[src/uart_status_pkg.sv]
package uart_status_pkg;
  localparam logic [7:0] ADDR_MODE = 8'h00;
  localparam logic [7:0] ADDR_CTRL = 8'h04;
  localparam logic [7:0] ADDR_FCTL = 8'h08;
  localparam logic [7:0] ADDR_DIV = 8'h0C;
  localparam logic [7:0] ADDR_STAT = 8'h10;
  localparam logic [7:0] ADDR_TXP = 8'h14;
  localparam logic [7:0] ADDR_RXP = 8'h18;
  localparam logic [7:0] ADDR_CNT = 8'h1C;
  // mode word bits
  localparam int MODE_PEN = 0;
  localparam int MODE_ODD = 1;
  localparam int MODE_STOP2 = 2;
  // control word bits
  localparam int CTRL_TX_ON = 5;
  localparam int CTRL_RX_ON = 4;
  // fifo control fields
  localparam int FCTL_TTRG_LO = 4;
  localparam int FCTL_RTRG_LO = 6;
  // status flag positions
  localparam int ST_RX_FAULT = 7;
  localparam int ST_TX_DONE = 6;
  localparam int ST_TX_LOW = 5;
  localparam int ST_BREAK = 4;
  localparam int ST_FRAMING = 3;
  localparam int ST_PARITY = 2;
  localparam int ST_RX_FULL = 1;
  localparam int ST_RX_IDLE = 0;
  localparam logic [15:0] STAT_RESET = 16'h0060;
  localparam logic [7:0] CLEARABLE = 8'hF3;
  localparam logic [4:0] FIFO_DEPTH = 5'h10;
  localparam logic [3:0] OS_LAST = 4'hF;
  localparam logic [3:0] OS_MID = 4'h7;
  localparam logic [3:0] IDLE_ETU = 4'hF;
  localparam logic [7:0] DIV_RESET = 8'h00;

  typedef struct packed {
    logic pe;
    logic fe;
    logic [7:0] data;
  } rx_entry_s;

  typedef enum logic [2:0] {
    TX_IDLE, TX_START, TX_DATA, TX_PAR, TX_STOP
  } tx_state_e;

  typedef enum logic [2:0] {
    RX_IDLE, RX_START, RX_DATA, RX_PAR, RX_STOP
  } rx_state_e;

  function automatic logic [4:0] tx_trig(input logic [1:0] code);
    case (code)
      2'h0: tx_trig = 5'h08;
      2'h1: tx_trig = 5'h04;
      2'h2: tx_trig = 5'h02;
      default: tx_trig = 5'h01;
    endcase
  endfunction : tx_trig

  function automatic logic [4:0] rx_trig(input logic [1:0] code);
    case (code)
      2'h0: rx_trig = 5'h01;
      2'h1: rx_trig = 5'h04;
      2'h2: rx_trig = 5'h08;
      default: rx_trig = 5'h0E;
    endcase
  endfunction : rx_trig

  // parity over data plus the odd/even selector
  function automatic logic par_of(input logic [7:0] d, input logic odd);
    par_of = (^d) ^ odd;
  endfunction : par_of
endpackage : uart_status_pkg

[src/uart_status_flags.sv]
// Chosen here: the APB slave port and the placing of the registers.
module uart_status_flags (
  input wire logic MCLK_I,
  input wire logic RSTN_I,
  input wire logic STBY_I,
  input wire logic MSTBY_I,
  input wire logic PSEL_I,
  input wire logic PENABLE_I,
  input wire logic PWRITE_I,
  input wire logic [7:0] PADDR_I,
  input wire logic [31:0] PWDATA_I,
  output logic [31:0] PRDATA_O,
  output logic PREADY_O,
  output logic PSLVERR_O,
  input wire logic RXD_I,
  output logic TXD_O
);
  timeunit 1ns / 1ps;
  logic init;
  logic setup, access, wr, rd;
  logic [31:0] prdata_q;
  logic [2:0] mode_q;
  logic tx_on_q, rx_on_q;
  logic [3:0] trg_q;
  logic [7:0] div_q, os_cnt_q;
  logic os_tick;
  logic [2:0] rxs_q;
  logic rxd_q;
  // transmit side
  logic [7:0] tx_mem [16];
  logic [3:0] tx_wp_q, tx_rp_q;
  logic [4:0] tx_cnt_q, tx_trg;
  logic tx_push, tx_load, tx_done_ev, tx_off_ev;
  uart_status_pkg::tx_state_e tx_st_q;
  logic [7:0] tx_sh_q;
  logic [3:0] tx_os_q;
  logic [2:0] tx_bit_q;
  logic tx_par_q, tx_stop2_q, txd_q;
  // receive side
  uart_status_pkg::rx_entry_s rx_mem [16];
  uart_status_pkg::rx_entry_s rx_head;
  logic [3:0] rx_wp_q, rx_rp_q;
  logic [4:0] rx_cnt_q, rx_trg, pe_cnt_q, fe_cnt_q;
  uart_status_pkg::rx_state_e rx_st_q;
  logic [7:0] rx_sh_q;
  logic [3:0] rx_os_q;
  logic [2:0] rx_bit_q;
  logic rx_pbit_q, rx_done, rx_fe, rx_pe, rx_push, rx_pop;
  logic brk_ev, hold_q;
  logic idle_run_q, idle_ev;
  logic [3:0] idle_os_q, idle_etu_q;
  // status flags
  logic [7:0] flag_q, flag_d, seen_q, set_v, hclr_v, sclr_v;
  logic [15:0] stat_word;

  // standby holds everything at its reset value
  assign init = ~RSTN_I | STBY_I | MSTBY_I;

  function automatic logic mapped(input logic [7:0] a);
    mapped = (a[7:5] == 3'h0) && (a[1:0] == 2'h0);
  endfunction : mapped

  assign setup = PSEL_I & ~PENABLE_I;
  assign access = PSEL_I & PENABLE_I;
  assign wr = access & PWRITE_I & mapped(PADDR_I);
  assign rd = access & ~PWRITE_I & mapped(PADDR_I);
  assign PREADY_O = access;
  assign PSLVERR_O = access & ~mapped(PADDR_I);
  assign PRDATA_O = prdata_q;
  assign TXD_O = txd_q;

  // three-stage line sync; change taken when stages 2 and 3 agree
  always_ff @(posedge MCLK_I) begin
    if (init) begin
      rxs_q <= 3'h7;
      rxd_q <= 1'b1;
    end else begin
      rxs_q <= {rxs_q[1:0], RXD_I};
      if (rxs_q[1] == rxs_q[2]) begin
        rxd_q <= rxs_q[2];
      end
    end
  end

  // config registers
  always_ff @(posedge MCLK_I) begin
    if (init) begin
      mode_q <= 3'h0;
      tx_on_q <= 1'b0;
      rx_on_q <= 1'b0;
      trg_q <= 4'h0;
      div_q <= uart_status_pkg::DIV_RESET;
    end else if (wr) begin
      case (PADDR_I)
        uart_status_pkg::ADDR_MODE: mode_q <= PWDATA_I[2:0];
        uart_status_pkg::ADDR_CTRL: begin
          tx_on_q <= PWDATA_I[uart_status_pkg::CTRL_TX_ON];
          rx_on_q <= PWDATA_I[uart_status_pkg::CTRL_RX_ON];
        end
        uart_status_pkg::ADDR_FCTL:
          trg_q <= PWDATA_I[uart_status_pkg::FCTL_TTRG_LO +: 4];
        uart_status_pkg::ADDR_DIV: div_q <= PWDATA_I[7:0];
        default: ;
      endcase
    end
  end

  assign tx_off_ev = wr && (PADDR_I == uart_status_pkg::ADDR_CTRL) &&
    tx_on_q && !PWDATA_I[uart_status_pkg::CTRL_TX_ON];
  assign tx_trg = uart_status_pkg::tx_trig(trg_q[1:0]);
  assign rx_trg = uart_status_pkg::rx_trig(trg_q[3:2]);

  // 16x oversample tick
  assign os_tick = (os_cnt_q == div_q);
  always_ff @(posedge MCLK_I) begin
    if (init || os_tick) begin
      os_cnt_q <= 8'h00;
    end else begin
      os_cnt_q <= os_cnt_q + 8'h01;
    end
  end

  // read data captured in setup so it is a flop in the access phase
  assign stat_word = {
    (pe_cnt_q[4] ? 4'hF : pe_cnt_q[3:0]),
    (fe_cnt_q[4] ? 4'hF : fe_cnt_q[3:0]),
    flag_q[7:4],
    (rx_cnt_q != 5'h00) & rx_head.fe,
    (rx_cnt_q != 5'h00) & rx_head.pe,
    flag_q[1:0]};
  always_ff @(posedge MCLK_I) begin
    if (init) begin
      prdata_q <= 32'h0000_0000;
    end else if (setup) begin
      case (PADDR_I)
        uart_status_pkg::ADDR_MODE: prdata_q <= {29'h0, mode_q};
        uart_status_pkg::ADDR_CTRL:
          prdata_q <= {26'h0, tx_on_q, rx_on_q, 4'h0};
        uart_status_pkg::ADDR_FCTL: prdata_q <= {24'h0, trg_q, 4'h0};
        uart_status_pkg::ADDR_DIV: prdata_q <= {24'h0, div_q};
        uart_status_pkg::ADDR_STAT: prdata_q <= {16'h0, stat_word};
        uart_status_pkg::ADDR_RXP:
          prdata_q <= {24'h0, rx_head.data};
        uart_status_pkg::ADDR_CNT:
          prdata_q <= {16'h0, 3'h0, tx_cnt_q, 3'h0, rx_cnt_q};
        default: prdata_q <= 32'h0000_0000;
      endcase
    end
  end

  // transmit FIFO
  assign tx_push = wr && (PADDR_I == uart_status_pkg::ADDR_TXP) &&
    (tx_cnt_q != uart_status_pkg::FIFO_DEPTH);
  always_ff @(posedge MCLK_I) begin
    if (tx_push) begin
      tx_mem[tx_wp_q] <= PWDATA_I[7:0];
    end
  end
  always_ff @(posedge MCLK_I) begin
    if (init) begin
      tx_wp_q <= 4'h0;
      tx_rp_q <= 4'h0;
      tx_cnt_q <= 5'h00;
    end else begin
      if (tx_push) begin
        tx_wp_q <= tx_wp_q + 4'h1;
      end
      if (tx_load) begin
        tx_rp_q <= tx_rp_q + 4'h1;
      end
      tx_cnt_q <= tx_cnt_q + {4'h0, tx_push} - {4'h0, tx_load};
    end
  end

  // transmit shifter
  assign tx_load = tx_on_q && (tx_st_q == uart_status_pkg::TX_IDLE) &&
    (tx_cnt_q != 5'h00);
  assign tx_done_ev = (tx_st_q == uart_status_pkg::TX_STOP) && os_tick &&
    (tx_os_q == uart_status_pkg::OS_LAST) && !tx_stop2_q &&
    (tx_cnt_q == 5'h00);
  always_ff @(posedge MCLK_I) begin
    if (init || !tx_on_q) begin
      tx_st_q <= uart_status_pkg::TX_IDLE;
      txd_q <= 1'b1;
      tx_sh_q <= 8'h00;
      tx_os_q <= 4'h0;
      tx_bit_q <= 3'h0;
      tx_par_q <= 1'b0;
      tx_stop2_q <= 1'b0;
    end else begin
      if (os_tick && tx_st_q != uart_status_pkg::TX_IDLE) begin
        tx_os_q <= tx_os_q + 4'h1;
      end
      case (tx_st_q)
        uart_status_pkg::TX_IDLE: begin
          if (tx_load) begin
            tx_sh_q <= tx_mem[tx_rp_q];
            tx_par_q <= uart_status_pkg::par_of(tx_mem[tx_rp_q],
              mode_q[uart_status_pkg::MODE_ODD]);
            tx_stop2_q <= mode_q[uart_status_pkg::MODE_STOP2];
            tx_os_q <= 4'h0;
            txd_q <= 1'b0;
            tx_st_q <= uart_status_pkg::TX_START;
          end
        end
        uart_status_pkg::TX_START: begin
          if (os_tick && tx_os_q == uart_status_pkg::OS_LAST) begin
            txd_q <= tx_sh_q[0];
            tx_bit_q <= 3'h0;
            tx_st_q <= uart_status_pkg::TX_DATA;
          end
        end
        uart_status_pkg::TX_DATA: begin
          if (os_tick && tx_os_q == uart_status_pkg::OS_LAST) begin
            if (tx_bit_q == 3'h7) begin
              if (mode_q[uart_status_pkg::MODE_PEN]) begin
                txd_q <= tx_par_q;
                tx_st_q <= uart_status_pkg::TX_PAR;
              end else begin
                txd_q <= 1'b1;
                tx_st_q <= uart_status_pkg::TX_STOP;
              end
            end else begin
              txd_q <= tx_sh_q[1];
              tx_sh_q <= {1'b0, tx_sh_q[7:1]};
              tx_bit_q <= tx_bit_q + 3'h1;
            end
          end
        end
        uart_status_pkg::TX_PAR: begin
          if (os_tick && tx_os_q == uart_status_pkg::OS_LAST) begin
            txd_q <= 1'b1;
            tx_st_q <= uart_status_pkg::TX_STOP;
          end
        end
        uart_status_pkg::TX_STOP: begin
          if (os_tick && tx_os_q == uart_status_pkg::OS_LAST) begin
            if (tx_stop2_q) begin
              tx_stop2_q <= 1'b0;
            end else begin
              tx_st_q <= uart_status_pkg::TX_IDLE;
            end
          end
        end
        default: tx_st_q <= uart_status_pkg::TX_IDLE;
      endcase
    end
  end

  // receive engine; disabling it touches no flag
  assign rx_done = (rx_st_q == uart_status_pkg::RX_STOP) && os_tick &&
    (rx_os_q == uart_status_pkg::OS_LAST);
  assign rx_fe = ~rxd_q;
  assign rx_pe = mode_q[uart_status_pkg::MODE_PEN] &
    (uart_status_pkg::par_of(rx_sh_q, mode_q[uart_status_pkg::MODE_ODD])
    ^ rx_pbit_q);
  always_ff @(posedge MCLK_I) begin
    if (init || !rx_on_q) begin
      rx_st_q <= uart_status_pkg::RX_IDLE;
      rx_sh_q <= 8'h00;
      rx_os_q <= 4'h0;
      rx_bit_q <= 3'h0;
      rx_pbit_q <= 1'b0;
    end else begin
      if (os_tick && rx_st_q != uart_status_pkg::RX_IDLE) begin
        rx_os_q <= rx_os_q + 4'h1;
      end
      case (rx_st_q)
        uart_status_pkg::RX_IDLE: begin
          if (!rxd_q && !hold_q) begin
            rx_os_q <= 4'h0;
            rx_st_q <= uart_status_pkg::RX_START;
          end
        end
        uart_status_pkg::RX_START: begin
          if (os_tick && rx_os_q == uart_status_pkg::OS_MID) begin
            rx_os_q <= 4'h0;
            rx_bit_q <= 3'h0;
            rx_st_q <= rxd_q ? uart_status_pkg::RX_IDLE :
              uart_status_pkg::RX_DATA;
          end
        end
        uart_status_pkg::RX_DATA: begin
          if (os_tick && rx_os_q == uart_status_pkg::OS_LAST) begin
            rx_sh_q <= {rxd_q, rx_sh_q[7:1]};
            rx_bit_q <= rx_bit_q + 3'h1;
            if (rx_bit_q == 3'h7) begin
              rx_st_q <= mode_q[uart_status_pkg::MODE_PEN] ?
                uart_status_pkg::RX_PAR : uart_status_pkg::RX_STOP;
            end
          end
        end
        uart_status_pkg::RX_PAR: begin
          if (os_tick && rx_os_q == uart_status_pkg::OS_LAST) begin
            rx_pbit_q <= rxd_q;
            rx_st_q <= uart_status_pkg::RX_STOP;
          end
        end
        uart_status_pkg::RX_STOP: begin
          // a second stop bit is never looked at
          if (rx_done) begin
            rx_st_q <= uart_status_pkg::RX_IDLE;
          end
        end
        default: rx_st_q <= uart_status_pkg::RX_IDLE;
      endcase
    end
  end

  // break: framing fault on an all-space frame; mute until mark
  assign brk_ev = rx_done && rx_fe && (rx_sh_q == 8'h00) &&
    !(mode_q[uart_status_pkg::MODE_PEN] && rx_pbit_q);
  always_ff @(posedge MCLK_I) begin
    if (init || rxd_q) begin
      hold_q <= 1'b0;
    end else if (brk_ev) begin
      hold_q <= 1'b1;
    end
  end

  // receive FIFO; faulty characters are stored too
  assign rx_push = rx_done && !hold_q &&
    (rx_cnt_q != uart_status_pkg::FIFO_DEPTH);
  assign rx_pop = rd && (PADDR_I == uart_status_pkg::ADDR_RXP) &&
    (rx_cnt_q != 5'h00);
  assign rx_head = rx_mem[rx_rp_q];
  always_ff @(posedge MCLK_I) begin
    if (rx_push) begin
      rx_mem[rx_wp_q] <= '{pe: rx_pe, fe: rx_fe, data: rx_sh_q};
    end
  end
  always_ff @(posedge MCLK_I) begin
    if (init) begin
      rx_wp_q <= 4'h0;
      rx_rp_q <= 4'h0;
      rx_cnt_q <= 5'h00;
      pe_cnt_q <= 5'h00;
      fe_cnt_q <= 5'h00;
    end else begin
      if (rx_push) begin
        rx_wp_q <= rx_wp_q + 4'h1;
      end
      if (rx_pop) begin
        rx_rp_q <= rx_rp_q + 4'h1;
      end
      rx_cnt_q <= rx_cnt_q + {4'h0, rx_push} - {4'h0, rx_pop};
      pe_cnt_q <= pe_cnt_q + {4'h0, rx_push & rx_pe} -
        {4'h0, rx_pop & rx_head.pe};
      fe_cnt_q <= fe_cnt_q + {4'h0, rx_push & rx_fe} -
        {4'h0, rx_pop & rx_head.fe};
    end
  end

  // idle timer counts bit times after the last stop bit
  assign idle_ev = idle_run_q && os_tick &&
    (idle_os_q == uart_status_pkg::OS_LAST) &&
    (idle_etu_q == uart_status_pkg::IDLE_ETU - 4'h1);
  always_ff @(posedge MCLK_I) begin
    if (init || rx_st_q == uart_status_pkg::RX_START) begin
      idle_run_q <= 1'b0;
      idle_os_q <= 4'h0;
      idle_etu_q <= 4'h0;
    end else if (rx_done) begin
      idle_run_q <= 1'b1;
      idle_os_q <= 4'h0;
      idle_etu_q <= 4'h0;
    end else if (idle_run_q && os_tick) begin
      idle_os_q <= idle_os_q + 4'h1;
      if (idle_os_q == uart_status_pkg::OS_LAST) begin
        idle_etu_q <= idle_etu_q + 4'h1;
        if (idle_ev) begin
          idle_run_q <= 1'b0;
        end
      end
    end
  end

  // hardware set terms win over any clear in the same cycle
  always_comb begin
    set_v = 8'h00;
    hclr_v = 8'h00;
    sclr_v = 8'h00;
    set_v[uart_status_pkg::ST_RX_FAULT] = rx_done & (rx_fe | rx_pe);
    set_v[uart_status_pkg::ST_TX_DONE] = tx_done_ev | tx_off_ev;
    set_v[uart_status_pkg::ST_TX_LOW] = tx_load &
      ((tx_cnt_q - 5'h01) < tx_trg);
    set_v[uart_status_pkg::ST_BREAK] = brk_ev;
    set_v[uart_status_pkg::ST_RX_FULL] = rx_cnt_q > rx_trg;
    set_v[uart_status_pkg::ST_RX_IDLE] = idle_ev &&
      (rx_cnt_q != 5'h00) && (rx_cnt_q < rx_trg);
    hclr_v[uart_status_pkg::ST_TX_DONE] = tx_push;
    hclr_v[uart_status_pkg::ST_TX_LOW] = tx_push &
      ((tx_cnt_q + 5'h01) > tx_trg);
    if (wr && PADDR_I == uart_status_pkg::ADDR_STAT) begin
      // zero only clears what was seen as one; ones do nothing
      sclr_v = ~PWDATA_I[7:0] & seen_q &
        uart_status_pkg::CLEARABLE;
      if (rx_cnt_q >= rx_trg) begin
        sclr_v[uart_status_pkg::ST_RX_FULL] = 1'b0;
      end
    end
    flag_d = (flag_q & ~(hclr_v | sclr_v)) | set_v;
  end

  always_ff @(posedge MCLK_I) begin
    if (init) begin
      flag_q <= uart_status_pkg::STAT_RESET[7:0];
    end else begin
      flag_q <= flag_d & uart_status_pkg::CLEARABLE;
    end
  end

  // seen record: armed by a status read, dropped on each new set
  always_ff @(posedge MCLK_I) begin
    if (init) begin
      seen_q <= 8'h00;
    end else if (rd && PADDR_I == uart_status_pkg::ADDR_STAT) begin
      seen_q <= (seen_q | prdata_q[7:0]) & flag_d & ~set_v;
    end else begin
      seen_q <= seen_q & flag_d & ~set_v;
    end
  end
endmodule : uart_status_flags

[config.mk]
export PLATFORM = sky130hd
export DESIGN_NAME = uart_status_flags
export DESIGN_NICKNAME = d
export VERILOG_FILES = /design/src/uart_status_pkg.sv /design/src/uart_status_flags.sv
export SDC_FILE = /design/constraint.sdc
export NUM_CORES = 1
export LEC_CHECK = 0
export BUFFER_PORTS_ARGS = -buffer_cell sky130_fd_sc_hd__buf_2
export CAP_MARGIN = 5
export CORE_ASPECT_RATIO = 0.9
export CORE_UTILIZATION = 50
export CTS_CLUSTER_DIAMETER = 40
export DETAILED_ROUTE_END_ITERATION = 6
export PLACE_DENSITY = 0.67
export SLEW_MARGIN = 30
export SYNTH_ARGS = -nofsm -noshare
export SYNTH_HDL_FRONTEND = slang
export SYNTH_SLANG_ARGS = --single-unit
export TNS_END_PERCENT = 10
[constraint.sdc]
create_clock -name MCLK_I -period 4 [get_ports MCLK_I]
set_input_delay 0.4 -clock MCLK_I [delete_from_list [all_inputs] [get_ports MCLK_I]]
set_output_delay 0.4 -clock MCLK_I [all_outputs]
set_load 0.005 [all_outputs]
==> results.md, run 1 <==
- TritonCTS clock tree: yes
- Cell internal pwr: 7.73 mW
- Syn-to-layout area delta: 14.2%
- Top-Level Pins: 83
- Die W: 209 um
- Synthesized-area fraction occupied by and/or/nand/nor cells: 0.105
- Power share of the clock group: 0.499
- Critical Path RT: 4430 ps
- Critical path cell sequence: inv_1 > ha_1 > nor3b_1 > nor2b_1 > or4_1 > nor2_1 > ha_1 > inv_1 > ha_1 > fa_1 > a21o_1 > a21oi_1 > xnor2_1 > nor2_1
- Number of vias after detailed routing: 11749
- Share of the clock period used by the worst path: 0.848
- Area of the mapped netlist: 19200 um^2
- Area share of the largest cell type after synthesis: 0.449
- Number of cells in the design after placement: 1952
- Clock latency at the later pin of the worst-skew pair: 580 ps
- Number of max-slew violations in the final report: 0
- Dominant synthesized flop cell: edfxtp_1
- # port buffers: 42
- Standard cell core area: 37600 um^2
- Average wire length per cell after detail routing: 20.5 um
- Power density normalized to cell area: 444 nW/um^2
- Count leader, synth: edfxtp_1
- Worst setup slack after layout: 606 ps
- Synth cell count leaders: 288 x edfxtp_1, 151 x dfxtp_1, 116 x nand2_1
- Number of buffers inserted during clock tree synthesis: 53
- Clock-pin slew on the worst setup and hold paths: 60 ps
- Transition time of the tightest slew-check pin: 840 ps
- Die height: 188 um
- Mux share of post-synthesis cell area: 0.117
- Min cycle time layout: 3390 ps
- Initial Util: 0.512
- Net switching power: 2.02 mW
- Max-cap viol count: 0
- Final cell count without fillers: 2053
- Share of power burned in registers: 0.492
- Worst min path class: in -> reg
- Vias in the first global route: 11551
- CTS HTree Levels: 2
- Half-perimeter wire length after detailed placement: 27400 um
- Maximum fanout encountered on the critical timing path: 5
- Class of the most critical setup path: reg -> reg
- Count of cells along the worst register-to-register path: 14
- Hold Crit Depth: 3
- Sequential element share of the synthesized area: 0.607
- Most repeated library cell on the critical path: ha_1
- Unrepaired setup endpoints after global routing: no
- Hold path startpoint: PWDATA_I[3]
- Fraction of final layout cells with drive strength greater than 1: 0.171
- Startpoint of the worst-slack reg-to-reg timing path: rx_cnt_q[3]
- Proportion of synthesized flip-flops having asynchronous set or reset: 0
- Worst reg2reg setup slack: 610 ps
- Main combinational cell family by area after synthesis: multiplexers
- Antenna violations before repair: 0
- Area fraction in compound gates after synthesis: 0.0590
- Number of synthesis warnings: 0
- EDFF count, synth: 288
- Setup violators final: 0
- Status: completed
- Drt via density: 5.72
- Fin. Hold Viols: 0
- Synthesized area per cell: 13.4 um^2
- Total overflow reported by the global router: 0
- Cell type with the largest total area after synthesis: edfxtp_1
- Worst slack after detailed placement: 219 ps
- Setup TNS: 0 ps
- Count of state elements after synthesis: 439
- Cells taking the most area after synthesis: edfxtp_1 45%, dfxtp_1 16%, mux4_2 7.7%, ha_1 4.2%, mux4_1 2.5%
- Antenna Violating Nets Remaining: 0
- Share of total power consumed by net switching: 0.207
- Total routing usage reported by global routing: 0.216
- Clock Path Buffers: 3
- 1st-pass router iterations: 6
- Pin count of the biggest net entering global routing: 50
- Total length of routed wires: 42000 um
- Slowest stage cell on the critical path: nor3b_1
- Remaining design rule violation count: 0
- Worst vdd rail ir drop: 0.390 mV
- Die outline area: 39300 um^2
- Clock tree skew after final layout: 32.4 ps
- Fin Hold WS: 245 ps
- Root buffer cell: clkbuf_16
- RR Endpoint: fe_cnt_q[4]
- Global-route wire length before repair: 64900 um
- Gate Count Post-Synth: 1438
- Cell leakage power: 7.17 nW
- Antenna cell count: 0
- Number of rows in the core area: 67
- Post-CTS resize count: 0
- Combinational share of power: 0.009
- Number of distinct library cells after synthesis: 70
- Arithmetic-cell share of the synthesized area counting full adders, half adders and majority gates: 0.0464
- Post-synthesis xor/xnor area fraction: 0.0308
- Maximum operating frequency: 0.295 GHz
- Hold worst-path end: div_q[3]
- Global placer's final weighted congestion: 0.876
- First DRT Iteration DRCs: 978
- Delay of the slowest cell on the worst path: 470 ps
- Final nets: 1642
- Kind of start point of the critical path: register
- Nature of the critical path endpoint: register
- Slew margin rel.: 0.436
- # clock sinks: 439
- Worst Path Arrival: 3820 ps
[flip-flops by register name, summed over array words and instances (netlist names), 5 cells and up, named ones only]
register,cells
tx_cnt_q,5
os_cnt_q,8
seen_q,6
rx_cnt_q,5
div_q,8
fe_cnt_q,5
rx_mem,160
rx_sh_q,8
PRDATA_O,16
tx_sh_q,8
flag_q,6
pe_cnt_q,5
tx_mem,128
[power groups by stage]
stage                     sequential, mW  combinational [mW]  clock (mW)
after floorplan                     4.89              0.0482           0
after global placement              4.89              0.0885           0
after detailed placement            4.89              0.0923           0
after CTS                           4.80              0.0930        4.95
after global routing                4.79               0.100        5.13
final                               4.80              0.0927        4.87
[metrics by stage]
| stage | util | power (mW) | area, um^2 |
|---|---|---|---|
| floorplan | - | 4.94 | 19300 |
| global placement | 0.536 | 4.98 | 20100 |
| detailed placement | 0.536 | 4.98 | 20100 |
| CTS | 0.585 | 9.84 | 22000 |
| global route | 0.585 | 10.0 | 22000 |
| finish | 0.585 | 9.75 | 22000 |
[routing by layer]
| layer | global-route usage | part of all wire | vias to the layer above |
|---|---|---|---|
| met1 | 0.295 | 0.44 | 5837 |
| li1 | - | - | 5514 |
| met5 | 0 | 0 | - |
| met3 | 0.0368 | 0.056 | 78 |
| met4 | 0.0645 | 0.024 | 0 |
| met2 | 0.353 | 0.48 | 320 |
[cell usage in the layout, fill, tap and decap left out, drive strengths merged, types with 28 or more instances in the layout]
cell | netlist | layout
edfxtp | 288 | 288
dfxtp | 151 | 151
nand2 | 116 | 116
nor2 | 103 | 103
buf | 35 | 96
mux4 | 84 | 84
a21oi | 77 | 77
inv | 64 | 72
ha | 65 | 65
clkbuf | 45 | 64
o21ai | 45 | 45
nand3 | 40 | 40
xor2 | 31 | 31
nor3 | 30 | 30
and3 | 29 | 29
xnor2 | 28 | 28
[kinds of logic (layout without fill, tap and decap cells)]
family,count (synthesis),after routing
flops,439,439
xor+xnor,62,62
simple gates,420,420
compound gates,188,188
other cells,1,16
fa+ha+maj,69,69
mux,112,112
buf+inv,147,264
[critical path: cells and delay by family (launching register included)]
| kind | cells | cell delay [ps] |
|---|---|---|
| AND/OR/NAND/NOR | 5 | 1260 |
| adder cells (fa/ha/maj) | 4 | 1040 |
| AO/OA/AOI/OAI | 2 | 350 |
| flip-flops | 1 | 340 |
| buffers and inverters | 2 | 130 |
| XOR/XNOR | 1 | 130 |
[layout make-up]
class,count,area (um^2)
Fill cell,2974,15600
Sequential cell,439,11700
Multi-Input combinational cell,867,6970
Clock buffer,64,1430
Timing Repair Buffer,97,651
Tap cell,483,604
Clock inverter,36,392
Inverter,67,251
[worst max-delay path by stage]
stage | start | endpoint | slack, ps | cells after the start
after floorplan | PADDR_I[5] | pe_cnt_q[4] | 450 | 16
after global placement | PADDR_I[5] | fe_cnt_q[4] | 270 | 13
after detailed placement | PADDR_I[5] | fe_cnt_q[4] | 220 | 13
after CTS | rx_cnt_q[2] | fe_cnt_q[4] | 640 | 14
after global routing | rx_cnt_q[3] | fe_cnt_q[4] | 440 | 14
final | rx_cnt_q[3] | fe_cnt_q[4] | 610 | 14
[repair_timing]
action	CTS	global route
hold buffers	1	0
endpoints found under the setup margin	0	0
buffers inserted	0	0
hold endpoints to repair	1	0
Power figures use the tool's default switching activity.
==> run 2, diff against run 1 <==
==> constraint.sdc (replaced) <==
create_clock -name MCLK_I -period 3.5 [get_ports MCLK_I]
set_input_delay 0.35 -clock MCLK_I [delete_from_list [all_inputs] [get_ports MCLK_I]]
set_output_delay 0.35 -clock MCLK_I [all_outputs]
set_load 0.005 [all_outputs]
==> run 2 against run 1 <==
Count of clock-buffer cells in the layout grew 6. Worst setup slack got worse by 280 ps. Sequential power grew 14%. First-iteration DRC count decreased by 5.5%. Clock skew shrank 16 ps. Clock power grew 5.3%. Hold slack got worse by 80 ps. Non-clock buffer count is 20 higher. Maximum frequency grew 6.8%. Sequential share of layout area about the same. Largest power group is now sequential cells. Via count hardly changed. Critical endpoint unchanged.
==> results.md, run 2 (synthesized netlist as in run 1, its figures left out) <==
- Fin Hold WS: 164 ps (-80.4 ps)
- Kind of cell with the highest combined delay on the critical path: adder cells
- Maximum fanout encountered on the critical timing path: 10 (+5)
- Number of rows in the core area: 67 (unchanged)
- Final Cell Area: 22000 um^2 (about the same)
- Critical path cell sequence: mux4_2 > a22oi_1 > and3_1 > nor2_1 > ha_1 > inv_1 > ha_1 > fa_1 > a21o_1 > a21oi_1 > xnor2_1 > nor2_1
- Antenna Violating Nets Remaining: 0 (unchanged)
- Max-cap viol count: 0 (unchanged)
- Remaining design rule violation count: 0 (unchanged)
- Largest reg by FF count: rx_mem
- Worst Path Buf+Inv: 1 (-1)
- # clock sinks: 439 (unchanged)
- Area taken by flip-flops and latches: 11700 um^2 (unchanged)
- Antenna violations before repair: 1 (+1)
- Average wire length per cell after detail routing: 20.3 um (-0.77%)
- Setup TNS: 0 ps (unchanged)
- Slew margin rel.: 0.405 (-0.0313)
- Pin count of the biggest net entering global routing: 52 (+4.0%)
- # port buffers: 42 (unchanged)
- Total overflow reported by the global router: 0 (unchanged)
- Global-route wire length before repair: 66300 um (+2.1%)
- Total routing usage reported by global routing: 0.221 (+0.00537)
- Standard cell core area: 37600 um^2 (unchanged)
- Root buffer cell: clkbuf_16
- Area occupied by multi-input gates: 6970 um^2 (about the same)
- Initial Util: 0.512 (unchanged)
- Number of vias after detailed routing: 11758 (+0.077%)
- Number of max-slew violations in the final report: 0 (unchanged)
- Leading cell type in the layout, fill and taps excluded: edfxtp_1
- Vias in the first global route: 11726 (+1.5%)
- Fin. Hold Viols: 0 (unchanged)
- PnR Total Power: 10.7 mW (+9.9%)
- Syn-to-layout area delta: 14.1% (about the same)
- Clock Path Buffers: 3 (unchanged)
- Drt via density: 5.68 (-0.70%)
- Setup violators final: 0 (unchanged)
- Die outline area: 39300 um^2 (unchanged)
- Top-Level Pins: 83 (unchanged)
- Clock latency at the later pin of the worst-skew pair: 600 ps (+20 ps)
- Share of the clock period used by the worst path: 0.908 (+0.0594)
- First DRT Iteration DRCs: 924 (-5.5%)
- Transition time of the tightest slew-check pin: 886 ps (+46.6 ps)
- Top library cells by usage in the layout, fill and taps aside: 288 x edfxtp_1, 149 x dfxtp_1, 116 x nand2_1, 103 x nor2_1, 77 x a21oi_1
- 1st-pass router iterations: 5 (-1)
- Clock tree skew after final layout: 16.2 ps (-16.1 ps)
- Buffers inserted during post-CTS setup optimization: 0 (unchanged)
- Nature of the critical path endpoint: register
- CTS HTree Levels: 2 (unchanged)
- Worst reg2reg setup slack: 320 ps (-280 ps)
- Die height: 188 um (unchanged)
- Number of buffers inserted during clock tree synthesis: 53 (unchanged)
- Cell leakage power: 7.20 nW (+0.43%)
- Half-perimeter wire length after detailed placement: 27900 um (+2.0%)
- Final nets: 1662 (+1.2%)
- Antenna cell count: 0 (unchanged)
- Worst Path Arrival: 3640 ps (-180 ps)
- Worst slack after detailed placement: -25.0 ps (-244 ps)
- Critical Path RT: 3960 ps (-470 ps)
- Flip-flop count of the largest register after layout: 160 (unchanged)
- Maximum operating frequency: 0.315 GHz (+6.8%)
- Power density normalized to cell area: 488 nW/um^2 (+10%)
- Class of the most critical setup path: reg -> reg
- Placement Cell Area: 20300 um^2 (+0.72%)
- Slowest stage cell on the critical path: mux4_2
- Total length of routed wires: 42000 um (about the same)
- Delay of the slowest cell on the worst path: 570 ps (+100 ps)
- Worst setup slack after layout: 322 ps (-284 ps)
- Kind of start point of the critical path: register
- Min cycle time layout: 3180 ps (-216 ps)
- Worst min path class: in -> reg
- Unrepaired setup endpoints after global routing: no
- TritonCTS clock tree: yes
- Filler Cells Inserted: 2888 (-2.9%)
- Die W: 209 um (unchanged)
- Fraction of final layout cells with drive strength greater than 1: 0.178 (+0.00647)
- Clock-pin slew on the worst setup and hold paths: 50 ps (about the same)
- Global placer's final weighted congestion: 0.887 (+1.2%)
- Worst vdd rail ir drop: 0.450 mV (+15%)
- Status: completed
-- run 2: worst min-delay path: cells and delay by family --
kind            cells  cell delay, ps
compound gates      1              60
buf+inv             1             100
simple gates        2             210
-- run 2: routing by layer --
metal  vias to the layer above  share of wire  track usage
met3                        63          0.057       0.0353
met2                       334           0.49        0.360
met1                      5804           0.44        0.303
met5                         -              0            0
met4                         0          0.021       0.0752
li1                       5557              -            -
-- run 2: through the flow --
step	utilization	std cells
after global placement	0.540	1971
after detailed placement	0.540	1972
final	0.585	2069
after global routing	0.585	2069
after floorplan	-	1453
after CTS	0.585	2069
-- run 2: layout make-up --
type                            instances  share of cell area
Sequential cell                       439               0.532
Multi-Input combinational cell        867               0.317
Clock buffer                           70              0.0660
Timing Repair Buffer                  117              0.0365
Tap cell                              483              0.0275
Inverter                               67              0.0115
Clock inverter                         26             0.00951
-- run 2: final timing paths --
kind,from,endpoint,cells past startpoint
max,register,fe_cnt_q[4],12
min,STBY_I,tx_par_q,4
max reg2reg,register,fe_cnt_q[4],12
min reg2reg,rxs_q[0],rxs_q[1],1
-- run 2: repair_timing --
action                                  in CTS  in global routing
endpoints found under the setup margin       0                  1
hold buffers                                 1                  0
endpoints found under the hold margin        1                  0
gates resized for setup                      0                  2
-- run 2: where the power goes --
part	internal (mW)	total [mW]	switching (mW)
Sequential	5.48	5.48	0.000104
Combinational	0.0265	0.108	0.0819
Clock	2.95	5.13	2.18
==> run 3, diff against run 2 <==
--- a/config.mk
+++ b/config.mk
@@ -5,13 +5,13 @@
 export SDC_FILE = /design/constraint.sdc
 export NUM_CORES = 1
 export LEC_CHECK = 0
-export BUFFER_PORTS_ARGS = -buffer_cell sky130_fd_sc_hd__buf_2
+export ABC_AREA = 1
+export BUFFER_PORTS_ARGS = -buffer_cell sky130_fd_sc_hd__clkbuf_2
 export CAP_MARGIN = 5
 export CORE_ASPECT_RATIO = 0.9
-export CORE_UTILIZATION = 50
+export CORE_UTILIZATION = 35
 export CTS_CLUSTER_DIAMETER = 40
 export DETAILED_ROUTE_END_ITERATION = 6
-export PLACE_DENSITY = 0.67
 export SLEW_MARGIN = 30
 export SYNTH_ARGS = -nofsm -noshare
 export SYNTH_HDL_FRONTEND = slang
==> run 3 against run 2 <==
Sequential power is essentially flat. Sequential cell count is the same. Critical endpoint is now pe_cnt_q[4]. Synthesized cell count increased by 45%. Largest cell class unchanged. Final area rose by 4.9%.
==> results.md, run 3 <==
- Status: completed
- Fin. Hold Viols: 0 (unchanged)
- Antenna violations before repair: 0 (-1)
- Fraction of final layout cells with drive strength greater than 1: 0.116 (-0.0615)
- Standard cell core area: 55900 um^2 (+49%)
- Dominant synthesized flop cell: edfxtp_1
- Min cycle time layout: 3090 ps (-84.3 ps)
- Flip-flop count of the largest register after layout: 160 (unchanged)
- Cell type with the largest total area after synthesis: edfxtp_1
- TritonCTS clock tree: yes
- Gate Count Post-Synth: 2083 (+45%)
- Transition time of the tightest slew-check pin: 810 ps (-76.3 ps)
- Filler Cells Inserted: 5357 (+85%)
- Total length of routed wires: 49000 um (+17%)
- Remaining design rule violation count: 0 (unchanged)
- Nature of the critical path endpoint: register
- Power density normalized to cell area: 494 nW/um^2 (+1.1%)
- Top library cells by usage in the layout, fill and taps aside: 441 x nand2_1, 288 x edfxtp_1, 223 x inv_1, 207 x nor2_1, 159 x o21ai_0
- Leading cell type in the layout, fill and taps excluded: nand2_1
- Worst reg2reg setup slack: 410 ps (+80 ps)
- Global-route wire length before repair: 78000 um (+18%)
- Setup violators final: 0 (unchanged)
- Worst min path class: in -> reg
- Largest reg by FF count: rx_mem
- Vias in the first global route: 14334 (+22%)
- Global placer's final weighted congestion: 0.871 (-1.8%)
- Critical Path RT: 4010 ps (+50 ps)
- Root buffer cell: clkbuf_16
- Maximum operating frequency: 0.323 GHz (+2.7%)
- Cell internal pwr: 8.88 mW (+5.0%)
- Share of the clock period used by the worst path: 0.884 (-0.0241)
- Maximum fanout encountered on the critical timing path: 7 (-3)
- Count leader, synth: nand2_1
- Slowest stage cell on the critical path: fa_1
- Number of distinct library cells after synthesis: 58 (-17%)
- 1st-pass router iterations: 5 (unchanged)
- Antenna Violating Nets Remaining: 0 (unchanged)
- Post-CTS resize count: 0 (unchanged)
- Die W: 253 um (+21%)
- Clock Path Buffers: 3 (unchanged)
- Worst slack after detailed placement: 353 ps (+378 ps)
- Die outline area: 57700 um^2 (+47%)
- Clock-pin slew on the worst setup and hold paths: 60 ps (about the same)
- Share of total power consumed by net switching: 0.219 (+0.00847)
- Die height: 228 um (+21%)
- Drt via density: 4.93 (-13%)
- Half-perimeter wire length after detailed placement: 32300 um (+16%)
- CTS HTree Levels: 2 (unchanged)
- Delay of the slowest cell on the worst path: 400 ps (-170 ps)
- Kind of start point of the critical path: register
- Clock latency at the later pin of the worst-skew pair: 630 ps (+30 ps)
- Average wire length per cell after detail routing: 16.4 um (-19%)
- # clock sinks: 439 (unchanged)
- Final nets: 2293 (+38%)
- # port buffers: 42 (unchanged)
- First DRT Iteration DRCs: 1370 (+48%)
- EDFF count, synth: 288 (unchanged)
- Synthesized area per cell: 9.53 um^2 (-29%)
- Final Cell Area: 23000 um^2 (+4.9%)
- Area of the mapped netlist: 19900 um^2 (+3.2%)
- Worst vdd rail ir drop: 0.450 mV (-0.11%)
- Cell leakage power: 8.45 nW (+17%)
- Area share of the largest cell type after synthesis: 0.435 (-0.0140)
- Number of synthesis warnings: 0 (unchanged)
- Unrepaired setup endpoints after global routing: no
- Critical path cell sequence: or2_0 > nand4_1 > nor2_2 > nand2_4 > nor2_4 > nand2_2 > nor2_4 > buf_4 > nand2_1 > ha_1 > inv_1 > ha_1 > inv_1 > fa_1 > nor2_1 > a211oi_1 > o21ai_0 > a21oi_1
- Top-Level Pins: 83 (unchanged)
- Combinational share of power: 0.009 (about the same)
- Final cell count without fillers: 2982 (+44%)
- Power share of the clock group: 0.509 (+0.030)
- Sequential element share of the synthesized area: 0.588 (-0.0189)
- Total routing usage reported by global routing: 0.171 (-0.0497)
- Clock tree skew after final layout: 48.6 ps (+32.4 ps)
- Pin count of the biggest net entering global routing: 66 (+27%)
- Class of the most critical setup path: reg -> reg
- Worst Path Arrival: 3600 ps (-40 ps)
- Placement Cell Area: 21100 um^2 (+3.9%)
- Antenna cell count: 0 (unchanged)
- Total overflow reported by the global router: 0 (unchanged)
- Share of power burned in registers: 0.482 (-0.029)
- Max-cap viol count: 0 (unchanged)
- Number of vias after detailed routing: 14690 (+25%)
- Syn-to-layout area delta: 16.0%
- Kind of cell with the highest combined delay on the critical path: simple AND/OR/NAND/NOR gates
- Net switching power: 2.50 mW (+10%)
- Worst Path Buf+Inv: 3 (+2)
- Number of rows in the core area: 82 (+22%)
- Number of max-slew violations in the final report: 0 (unchanged)
- Cells taking the most area after synthesis: edfxtp_1 44%, dfxtp_1 15%, nand2_1 8.3%, inv_1 4.2%, ha_1 4.1%
- Number of cells in the design after placement: 2867 (+45%)
- Count of state elements after synthesis: 439 (unchanged)
- Slew margin rel.: 0.458 (+0.0528)
- Setup TNS: 0 ps (unchanged)
- Initial Util: 0.355 (-0.157)
- Synth cell count leaders: 441 x nand2_1, 288 x edfxtp_1, 224 x inv_1
- Proportion of synthesized flip-flops having asynchronous set or reset: 0 (unchanged)
- Worst setup slack after layout: 407 ps (+84.3 ps)
- Number of buffers inserted during clock tree synthesis: 60 (+13%)
==> run 3: cell count changes after synthesis, moves of 25 or more <==
cell,delta
a21oi_1,+34
and3_1,-26
inv_1,+160
mux2i_1,-25
mux4_2,-66
nand2_1,+325
nand3_1,+101
nor2_1,+104
o21ai_0,+116
==> run 3: per-layer routing <==
metal	GRT usage	vias up	routed length, um
li1	-	7197	-
met1	0.241	6951	22500
met2	0.266	448	21800
met3	0.0265	94	3250
met4	0.0640	0	1480
met5	0	-	0
==> run 3: worst min-delay path, cell delays in order <==
cell and delay, ps:
clkbuf_2 80, nor3_2 50, inv_2 170, a21oi_1 70
==> run 3: logic make-up after synthesis <==
group,count (synthesis),share of synthesized area
DFF,439,0.588
xor gates and xnor gates,24,0.0106
buffers and inverters,328,0.0681
adders and majority gates,69,0.0450
other,1,0.000189
AOI/OAI and AO/OA,358,0.103
muxes,1,0.000504
and+or+nand+nor,863,0.185
==> run 3: area by class of cell <==
class,instances,area (um^2),share of cell area
timing repair buffer,105,686,0.0298
multi-input combinational,1331,6900,0.299
clock inverter,39,340,0.0148
clock buffer,73,1600,0.0695
inverter,239,897,0.0389
tap,756,946,0.0411
sequential,439,11700,0.507
==> run 3: what timing repair did <==
action | 4_1_cts | 5_1_grt
setup endpoints to repair | 0 | 2
endpoints found under the hold margin | 1 | 0
setup buffers | 0 | 2
hold buffers | 1 | 0
==> run 3: path summary, 6_finish.rpt <==
check / from / endpoint / cells past startpoint
setup / recovery: os_cnt_q[0] / pe_cnt_q[4] / 18
hold / removal: STBY_I / tx_wp_q[2] / 4
setup reg to reg: os_cnt_q[0] / pe_cnt_q[4] / 18
hold reg to reg: rxs_q[1] / rxs_q[2] / 1
==> run 3: power groups by stage <==
stage                     Combinational (mW)  Sequential [mW]  Clock (mW)
after floorplan                       0.0474             5.59           0
after global placement                 0.102             5.59           0
final                                  0.103             5.48        5.79
after global routing                   0.114             5.48        6.13
after detailed placement               0.104             5.59           0
after CTS                              0.105             5.48        5.91
==> run 3: stage by stage <==
| step | power [mW] | hold WS (ps) | util |
|---|---|---|---|
| 3_3_place_gp | 5.69 | 429 | 0.377 |
| 4_1_cts | 11.5 | 142 | 0.412 |
| 2_1_floorplan | 5.64 | 393 | - |
| 5_1_grt | 11.7 | 192 | 0.412 |
| 3_5_place_dp | 5.70 | 437 | 0.377 |
| 6_report | 11.4 | 153 | 0.412 |
